$ cat src/rtl/osc_div_defs.svh
// register offsets, field positions, reset values and timing counts of the divider
`ifndef OSC_DIV_DEFS_SVH
`define OSC_DIV_DEFS_SVH

`define CTRL_OFFSET 12'h000
`define STATUS_OFFSET 12'h004

`define CTRL_RATE_LSB 0
`define CTRL_RATE_MSB 1
`define CTRL_SRC_BIT 2
`define CTRL_FAST_LSB 4
`define CTRL_FAST_MSB 5
`define CTRL_SLOW_LSB 8
`define CTRL_SLOW_MSB 10
`define CTRL_RESET 32'h0000_0000

`define PCLK_FREQ_KHZ 50000
`define OSC_FREQ_KHZ 12000
`define CFG_1MHZ_KHZ 1000
`define CFG_6MHZ_KHZ 6000
`define CFG_12MHZ_KHZ 12000
// half periods of the 12 MHz oscillator, as a fractional step per pclk
`define OSC_STEP (2 * `OSC_FREQ_KHZ / 1000)
`define OSC_MOD (`PCLK_FREQ_KHZ / 1000)
// oscillator half periods per config clock half period
`define CFG_HALF_1MHZ (`OSC_FREQ_KHZ / `CFG_1MHZ_KHZ)
`define CFG_HALF_6MHZ (`OSC_FREQ_KHZ / `CFG_6MHZ_KHZ)
`define CFG_HALF_12MHZ (`OSC_FREQ_KHZ / `CFG_12MHZ_KHZ)
`define POR_OSC_CYCLES 255

`endif

$ cat src/rtl/osc_div_pkg.sv
// types shared by the oscillator and divider
package osc_div_pkg;
   typedef enum logic [1:0] {
      RATE_1MHZ = 2'h0,
      RATE_6MHZ = 2'h1,
      RATE_12MHZ = 2'h2
   } cfg_rate_type;
   typedef enum logic {
      SRC_OSC = 1'h0,
      SRC_USER = 1'h1
   } div_src_type;
endpackage : osc_div_pkg

$ cat src/rtl/oscillator_clock_divider.sv
// internal oscillator, config clock output and two-output divider behind APB
//
// Our own choices: the APB slave port and the placing of the registers.
`timescale 1ns/100ps
`default_nettype none
`include "osc_div_defs.svh"

// Notes on behaviour
// - free-running 12 MHz oscillator times power-on, config clock
// - config clock 1, 6 or 12 MHz, 1 default
// - divider source: oscillator or user clock, configured
// - fast output divides by 4, 16, 64, 256
// - slow output divides by 2 up to 65536
// - each output ratio set independently
// - oscillator variant and user clock variant
module oscillator_clock_divider (
   input wire logic pclk,
   input wire logic presetn,
   input wire logic psel,
   input wire logic penable,
   input wire logic pwrite,
   input wire logic [11:0] paddr,
   input wire logic [31:0] pwdata,
   output logic [31:0] prdata,
   output logic pready,
   output logic pslverr,
   input wire logic user_clock,
   output logic config_clock_out,
   output logic fast_divided_output,
   output logic slow_divided_output,
   output logic por_done
);

   ////////////////////////////////////////////////////////////////////////////
   // apb slave: one wait state, so every answer comes from a flop

   logic [31:0] ctrl_q;
   logic [31:0] ctrl_d;
   logic [31:0] status_w;
   logic pready_q;
   logic [31:0] prdata_q;
   logic pslverr_q;
   wire logic access_w = psel & penable;
   wire logic sel_ctrl_w = (paddr == `CTRL_OFFSET);
   wire logic sel_status_w = (paddr == `STATUS_OFFSET);
   wire logic mapped_w = sel_ctrl_w | sel_status_w;
   wire logic done_w = access_w & pready_q;
   wire logic wr_ctrl_w = done_w & pwrite & sel_ctrl_w;
   wire logic [31:0] rd_mux_w = sel_ctrl_w ? ctrl_q : (sel_status_w ? status_w : 32'h0000_0000);

   // only the documented fields are kept; other bits read zero
   assign ctrl_d = wr_ctrl_w ?
      (pwdata & 32'h0000_0737) : ctrl_q;

   always_ff @(posedge pclk or negedge presetn) begin
      if (!presetn) begin
         ctrl_q <= `CTRL_RESET;
         pready_q <= 1'b0;
         prdata_q <= 32'h0000_0000;
         pslverr_q <= 1'b0;
      end else begin
         ctrl_q <= ctrl_d;
         pready_q <= access_w & ~pready_q;
         prdata_q <= (access_w & ~pready_q & ~pwrite) ? rd_mux_w : 32'h0000_0000;
         pslverr_q <= access_w & ~pready_q & ~mapped_w;
      end
   end

   assign prdata = prdata_q;
   assign pready = pready_q;
   assign pslverr = pslverr_q;

   osc_div_pkg::cfg_rate_type rate_w;
   osc_div_pkg::div_src_type src_w;
   wire logic [1:0] fast_idx_w = ctrl_q[`CTRL_FAST_MSB:`CTRL_FAST_LSB];
   wire logic [2:0] slow_idx_w = ctrl_q[`CTRL_SLOW_MSB:`CTRL_SLOW_LSB];
   assign rate_w = osc_div_pkg::cfg_rate_type'(ctrl_q[`CTRL_RATE_MSB:`CTRL_RATE_LSB]);
   assign src_w = osc_div_pkg::div_src_type'(ctrl_q[`CTRL_SRC_BIT]);

   ////////////////////////////////////////////////////////////////////////////
   // oscillator: fractional accumulator makes one tick per 12 MHz half period

   localparam logic [5:0] OSC_STEP = 6'(`OSC_STEP);
   localparam logic [5:0] OSC_MOD = 6'(`OSC_MOD);
   logic [5:0] acc_q;
   logic osc_level_q;
   wire logic [6:0] acc_sum_w = {1'b0, acc_q} + {1'b0, OSC_STEP};
   wire logic half_tick_w = (acc_sum_w >= {1'b0, OSC_MOD});
   wire logic [6:0] acc_wrap_w = acc_sum_w - {1'b0, OSC_MOD};
   wire logic osc_rise_w = half_tick_w & ~osc_level_q;

   // never stops: nothing but reset holds the oscillator
   always_ff @(posedge pclk or negedge presetn) begin
      if (!presetn) begin
         acc_q <= 6'h00;
         osc_level_q <= 1'b0;
      end else begin
         acc_q <= half_tick_w ? acc_wrap_w[5:0] : acc_sum_w[5:0];
         osc_level_q <= osc_level_q ^ half_tick_w;
      end
   end

   // power-on time-out counted in oscillator cycles
   localparam logic [7:0] POR_LAST = 8'(`POR_OSC_CYCLES);
   logic [7:0] por_cnt_q;
   logic por_done_q;
   always_ff @(posedge pclk or negedge presetn) begin
      if (!presetn) begin
         por_cnt_q <= 8'h00;
         por_done_q <= 1'b0;
      end else if (osc_rise_w && !por_done_q) begin
         por_cnt_q <= por_cnt_q + 8'h01;
         por_done_q <= (por_cnt_q == POR_LAST - 8'h01);
      end
   end
   assign por_done = por_done_q;

   ////////////////////////////////////////////////////////////////////////////
   // config clock output from oscillator half periods

   logic [3:0] cfg_cnt_q;
   logic cfg_out_q;
   logic [3:0] cfg_half_w;
   // unused encoding falls back to the 1 MHz default
   always_comb begin
      case (rate_w)
         osc_div_pkg::RATE_6MHZ: cfg_half_w = 4'(`CFG_HALF_6MHZ);
         osc_div_pkg::RATE_12MHZ: cfg_half_w = 4'(`CFG_HALF_12MHZ);
         default: cfg_half_w = 4'(`CFG_HALF_1MHZ);
      endcase
   end
   // >= so a rate change mid-count cannot stall the output
   wire logic cfg_flip_w = half_tick_w & (cfg_cnt_q >= cfg_half_w - 4'h1);

   always_ff @(posedge pclk or negedge presetn) begin
      if (!presetn) begin
         cfg_cnt_q <= 4'h0;
         cfg_out_q <= 1'b0;
      end else if (half_tick_w) begin
         cfg_cnt_q <= cfg_flip_w ? 4'h0 : cfg_cnt_q + 4'h1;
         cfg_out_q <= cfg_out_q ^ cfg_flip_w;
      end
   end
   assign config_clock_out = cfg_out_q;

   ////////////////////////////////////////////////////////////////////////////
   // divider source: oscillator or synchronised user clock

   logic [2:0] user_sync_q;
   always_ff @(posedge pclk or negedge presetn) begin
      if (!presetn) begin
         user_sync_q <= 3'h0;
      end else begin
         user_sync_q <= {user_sync_q[1:0], user_clock};
      end
   end
   // user clock must stay below pclk/4 to be seen reliably
   wire logic user_rise_w = user_sync_q[1] & ~user_sync_q[2];
   wire logic src_edge_w = (src_w == osc_div_pkg::SRC_USER) ? user_rise_w : osc_rise_w;

   ////////////////////////////////////////////////////////////////////////////
   // binary divide counter; bit k has period 2^(k+1) source cycles

   logic [15:0] cnt_q;
   wire logic [15:0] cnt_d = src_edge_w ? cnt_q + 16'h0001 : cnt_q;
   wire logic [3:0] fast_bit_w = {1'b0, fast_idx_w, 1'b1};
   // 2,8,32,128 then 1024,4096,16384,65536
   wire logic [3:0] slow_bit_w = slow_idx_w[2] ? {slow_idx_w, 1'b1} : {slow_idx_w, 1'b0};
   logic fast_q;
   logic slow_q;

   always_ff @(posedge pclk or negedge presetn) begin
      if (!presetn) begin
         cnt_q <= 16'h0000;
         fast_q <= 1'b0;
         slow_q <= 1'b0;
      end else begin
         cnt_q <= cnt_d;
         fast_q <= cnt_d[fast_bit_w];
         slow_q <= cnt_d[slow_bit_w];
      end
   end
   assign fast_divided_output = fast_q;
   assign slow_divided_output = slow_q;

   assign status_w = {8'h00, cnt_q, 1'b0, por_done_q, osc_level_q,
                      cfg_out_q, 1'b0, slow_q, fast_q, 1'b0};

   ////////////////////////////////////////////////////////////////////////////
   // assertions

   property p_osc_spacing;
      @(posedge pclk) disable iff (!presetn)
      half_tick_w |=> !half_tick_w ##[1:2] half_tick_w;
   endproperty
   a_osc_spacing: assert property (p_osc_spacing) else $error("osc ticks too close");

   property p_por_waits;
      @(posedge pclk) disable iff (!presetn)
      $rose(por_done_q) |-> $past(osc_rise_w) && $past(por_cnt_q) == POR_LAST - 8'h01;
   endproperty
   a_por_waits: assert property (p_por_waits) else $error("power-on done early");

   property p_cfg_12mhz;
      @(posedge pclk) disable iff (!presetn)
      (rate_w == osc_div_pkg::RATE_12MHZ && half_tick_w) |=> $changed(config_clock_out);
   endproperty
   a_cfg_12mhz: assert property (p_cfg_12mhz) else $error("12 MHz cfg flip missed");

   property p_cfg_only_on_tick;
      @(posedge pclk) disable iff (!presetn)
      $changed(config_clock_out) |-> $past(half_tick_w);
   endproperty
   a_cfg_only_on_tick: assert property (p_cfg_only_on_tick) else $error("cfg clock off tick");

   property p_src_user;
      @(posedge pclk) disable iff (!presetn)
      (src_w == osc_div_pkg::SRC_USER && !user_rise_w) |=> $stable(cnt_q);
   endproperty
   a_src_user: assert property (p_src_user) else $error("counter moved without user edge");

   property p_cnt_step;
      @(posedge pclk) disable iff (!presetn)
      src_edge_w |=> cnt_q == $past(cnt_q) + 16'h0001;
   endproperty
   a_cnt_step: assert property (p_cnt_step) else $error("counter missed source edge");

   property p_fast_bit;
      @(posedge pclk) disable iff (!presetn)
      1'b1 |=> fast_divided_output == cnt_q[$past(fast_bit_w)];
   endproperty
   a_fast_bit: assert property (p_fast_bit) else $error("fast output wrong tap");

   property p_slow_bit;
      @(posedge pclk) disable iff (!presetn)
      1'b1 |=> slow_divided_output == cnt_q[$past(slow_bit_w)];
   endproperty
   a_slow_bit: assert property (p_slow_bit) else $error("slow output wrong tap");

   property p_ctrl_write;
      @(posedge pclk) disable iff (!presetn)
      wr_ctrl_w |=> ctrl_q == ($past(pwdata) & 32'h0000_0737);
   endproperty
   a_ctrl_write: assert property (p_ctrl_write) else $error("control write lost");

   property p_one_wait;
      @(posedge pclk) disable iff (!presetn)
      (access_w && !pready_q) |=> pready_q;
   endproperty
   a_one_wait: assert property (p_one_wait) else $error("apb answer late");

   property p_one_pulse;
      @(posedge pclk) disable iff (!presetn)
      pready |=> !pready;
   endproperty
   a_one_pulse: assert property (p_one_pulse) else $error("apb answer held too long");

   property p_read_ctrl;
      @(posedge pclk) disable iff (!presetn)
      (access_w && !pready_q && !pwrite && sel_ctrl_w) |=> prdata == $past(ctrl_q);
   endproperty
   a_read_ctrl: assert property (p_read_ctrl) else $error("control read wrong");

   property p_unmapped;
      @(posedge pclk) disable iff (!presetn)
      (access_w && !pready_q && !mapped_w) |=> pslverr && prdata == 32'h0000_0000;
   endproperty
   a_unmapped: assert property (p_unmapped) else $error("unmapped access not refused");

   property p_ctrl_kept;
      @(posedge pclk) disable iff (!presetn)
      !wr_ctrl_w |=> $stable(ctrl_q);
   endproperty
   a_ctrl_kept: assert property (p_ctrl_kept) else $error("control changed unasked");

   property p_por_sticky;
      @(posedge pclk) disable iff (!presetn)
      por_done_q |=> por_done_q;
   endproperty
   a_por_sticky: assert property (p_por_sticky) else $error("power-on done fell");

   property p_src_osc;
      @(posedge pclk) disable iff (!presetn)
      (src_w == osc_div_pkg::SRC_OSC && !osc_rise_w) |=> $stable(cnt_q);
   endproperty
   a_src_osc: assert property (p_src_osc) else $error("counter moved off osc edge");

   // the spare rate code must behave as the default
   property p_cfg_default;
      @(posedge pclk) disable iff (!presetn)
      (rate_w != osc_div_pkg::RATE_6MHZ && rate_w != osc_div_pkg::RATE_12MHZ) |->
         cfg_half_w == 4'(`CFG_HALF_1MHZ);
   endproperty
   a_cfg_default: assert property (p_cfg_default) else $error("1 MHz default lost");

   c_user_src: cover property (@(posedge pclk) disable iff (!presetn)
      src_w == osc_div_pkg::SRC_USER && user_rise_w);
   c_cfg_6mhz: cover property (@(posedge pclk) disable iff (!presetn)
      rate_w == osc_div_pkg::RATE_6MHZ && cfg_flip_w);
   c_slow_65536: cover property (@(posedge pclk) disable iff (!presetn)
      slow_idx_w == 3'h7 && $rose(slow_divided_output));
   c_unmapped: cover property (@(posedge pclk) disable iff (!presetn) pslverr_q);
   c_cfg_default: cover property (@(posedge pclk) disable iff (!presetn)
      ctrl_q[`CTRL_RATE_MSB:`CTRL_RATE_LSB] == 2'h3 && cfg_flip_w);

endmodule : oscillator_clock_divider
`default_nettype wire

$ cat config.mk
export PLATFORM = sky130hd
export DESIGN_NAME = oscillator_clock_divider
export DESIGN_NICKNAME = d
export VERILOG_FILES = /design/src/rtl/osc_div_pkg.sv /design/src/rtl/oscillator_clock_divider.sv
export VERILOG_INCLUDE_DIRS = /design/src /design/src/rtl
export SDC_FILE = /design/constraint.sdc
export NUM_CORES = 1
export LEC_CHECK = 0
export BUFFER_PORTS_ARGS = -buffer_cell sky130_fd_sc_hd__buf_2
export CAP_MARGIN = 20
export CELL_PAD_IN_SITES_DETAIL_PLACEMENT = 0
export CELL_PAD_IN_SITES_GLOBAL_PLACEMENT = 2
export CORE_UTILIZATION = 33
export CTS_BUF_LIST = sky130_fd_sc_hd__clkbuf_16
export CTS_CLUSTER_DIAMETER = 60
export DETAILED_ROUTE_END_ITERATION = 7
export HOLD_SLACK_MARGIN = 0.02
export MAX_ROUTING_LAYER = met4
export PLACE_DENSITY_LB_ADDON = 0.3
export SLEW_MARGIN = 15
export SYNTH_ARGS = -nofsm -noshare
export SYNTH_HDL_FRONTEND = slang
export SYNTH_SLANG_ARGS = --single-unit
$ cat constraint.sdc
create_clock -name pclk -period 3.85 [get_ports pclk]
set_clock_uncertainty 0.05 [all_clocks]
set_input_delay 0.385 -clock pclk [delete_from_list [all_inputs] [get_ports pclk]]
set_output_delay 0.385 -clock pclk [all_outputs]
set_load 0.01 [all_outputs]
==> impl_metrics.ini <==
[power_and_ir_drop]
p_leak_nw = 2.03
pwr-share-seq = 0.490
p_comb_frac = 0.029
power_switching_w = 0.000364
clkPwrFrac = 0.481
swShare = 0.229
power.density_nw_per_um2 = 404
max-vdd-ir-drop_mv = 0.229
p_int_w = 0.00122

[critical_path]
worstSetupStartpointType = register
arrival_ps = 3380
rr_worst_depth = 13
critPathMaxFanout = 8
slowest_delay_ps = 440
worstPathRequired_ps = 4010
cp_slowest_cell = a21boi_0
crit_type = reg -> reg
crit_chain = inv_1 -> ha_1 -> inv_1 -> o2111ai_1 -> nand2_1 -> clkinv_1 -> ha_1 -> nand2b_1 -> a21boi_0 -> nand3_1 -> xnor2_1 -> a221o_1 -> a2bb2oi_1
crit_path_end_kind = register

[clock_tree]
cts-root-buf = clkbuf_16
clk_latency_ps = 330
clk_pin_slew_ps = 60
postCtsSetupBuffers = 0
cts.htree.levels = 3
clockBufferDepth = 2
clock_sinks = 73
tritoncts = yes
cts_resized = 0
cts-buffers-inserted = 9
cts_hold_repair.buffers = 0

[sta]
final-setup-viol-count = 0
finalHoldViolations = 0
tns_ps = 0
rsz0062_at_grt = false
worstMarginPinSlew_ps = 707
min_period_ps = 3230
drv_slew = 0
fmaxAchievable_mhz = 310
slew_headroom = 0.529
min_period_over_period = 0.838

[floorplan]
ios = 88
initial_core_util = 0.338
core_um2 = 9730
die_y_um = 102
dieWidth_um = 102
row_count = 36
dieArea_um2 = 10400

[run]
maxCapViolCount = 0

[placed_design]
place.gp.congestion = 0.725
placed_area_um2 = 3660
dp.cells = 468
port_buffers = 53
dp_hpwl_um = 4370

[logic_synthesis]
synth.distinct_cells = 46
synthFlopType = dfrtp_1
synthesis.area_um2 = 3290
async_reset_ff_frac = 1.00
synth.avg_cell_area_um2 = 11.4
synth_edf_count = 0
synth_seq_cells = 73
synth_cells = 287
synth_area_leaders = dfrtp_1, xnor2_1, ha_1
yosysWarningCount = 0
yosysSeqAreaShare = 0.556
post-synth-top-area-fraction = 0.556
yosys.area.top_type = dfrtp_1

[drt]
routedWlPerCell_um = 13.0
wl_um = 6310
antenna_left = 0
drtIter0Drc = 51
drt_pre_antenna_iters = 4
drc = 0
num_vias = 2160
viasPerCell = 4.46

[finish]
diodes = 0
seqCellArea_um2 = 1830
instances_no_fill = 484
n_fill_cell = 1000
nNetsFinal = 410
fin_area_um2 = 3930
drive_above_1_share = 0.228
area_delta_synth_final_pct = 19.6
multiInputGateArea_um2 = 1320

[hold_path]
worstHoldPathType = in -> async

[run_status]
outcome = finished, final reports clean

[global_route]
track_usage = 0.140
grt_pass1_wl_um = 10600
antenna_found_initial = 0
grt_overflow = 0
grt_max_degree = 47
first_global_vias = 2098
[final timing paths]
kind	start	end	slack [ps]
setup / recovery	acc_q[3]	slow_divided_output	620
hold reg to reg	user_sync_q[0]	user_sync_q[1]	300
hold / removal	presetn	por_cnt_q[5]	30
setup reg to reg	acc_q[3]	slow_divided_output	620
min in group pclk	user_clock	user_sync_q[0]	120
max in group asynchronous	presetn	cnt_q[0]	2710
[per-layer routing]
layer	GRT usage	wire (um)	part of all wire	vias to the layer above
li1	-	-	-	1074
met1	0.198	3210	0.51	1017
met2	0.193	2680	0.42	64
met3	0.0317	349	0.055	5
met4	0.0535	72	0.011	0
met5	-	0	0	-
[layout make-up]
class	instances	area share
Clock inverter	7	0.0121
Clock buffer	9	0.0573
Multi-Input combinational cell	189	0.335
Sequential cell	73	0.465
Timing Repair Buffer	55	0.0713
Tap cell	133	0.0424
Inverter	18	0.0172
[critical path: cells and delay by family (launching register included)]
family                   cells  cell delay, ps
AO/OA/AOI/OAI                4            1190
adder cells (fa/ha/maj)      2             470
AND/OR/NAND/NOR              3             430
flip-flops                   1             400
buffers and inverters        3             400
XOR/XNOR                     1             170
[power by group through the flow]
| stage | Sequential (W) | Combinational, W | Clock [W] |
|---|---|---|---|
| global placement | 0.000791 | 0.0000473 | 0 |
| detailed placement | 0.000791 | 0.0000481 | 0 |
| finish | 0.000777 | 0.0000463 | 0.000763 |
| CTS | 0.000777 | 0.0000482 | 0.000779 |
| global route | 0.000777 | 0.0000543 | 0.000812 |
| floorplan | 0.000791 | 0.0000199 | 0 |
[Yosys cell counts, drive strengths merged (2+ instances only)]
master / number
a22oi: 7
and4: 2
o21bai: 2
nand2: 20
nand4: 6
nand3: 6
a21oi: 5
inv: 17
nor3: 4
dfrtp: 73
xnor2: 21
ha: 14
nor2: 20
clkbuf: 4
o21ai: 5
nand2b: 3
xor2: 10
and2: 5
nor4: 2
and3: 21
mux2: 6
nor2b: 5
buf: 12
[flip-flops by register name, indices dropped and copies added, names as in the netlist, 3 cells and up]
signal	cells
acc_q	5
cfg_cnt_q	4
cnt_q	16
ctrl_q	8
por_cnt_q	8
prdata	22
user_sync_q	3
[per-stage QoR]
stage / hold WS [ps] / utilization / worst slack, ps / total power [W]
after global placement: 285 / 0.376 / 620 / 0.000838
final: 28.4 / 0.404 / 624 / 0.00159
after floorplan: 39.4 / - / 1090 / 0.000811
after detailed placement: 293 / 0.376 / 588 / 0.000839
after global routing: 95.1 / 0.404 / 266 / 0.00164
after CTS: 61.7 / 0.404 / 579 / 0.00160
[cells in the final DEF (no fill, tap or decap), types with 6 or more instances in the layout]
cell and instances:
inv_1 18, and3_1 20, nand4_1 6, ha_1 14
clkbuf_16 9, buf_2 53, xnor2_1 21, dfrtp_1 73
nor2_1 20, a22oi_1 7, nand2_1 20, nand3_1 6
conb_1 10, xor2_1 10
[cell families after synthesis]
family / after synthesis / share of synthesized area
and+or+nand+nor: 98 / 0.162
AOI/OAI and AO/OA: 29 / 0.0625
buffers and inverters: 34 / 0.0541
xor gates and xnor gates: 31 / 0.0826
DFF: 73 / 0.556
other: 1 / 0.00114
adders and majority gates: 14 / 0.0533
muxes: 7 / 0.0282
Note: power is estimated with default switching activity, not from simulation.
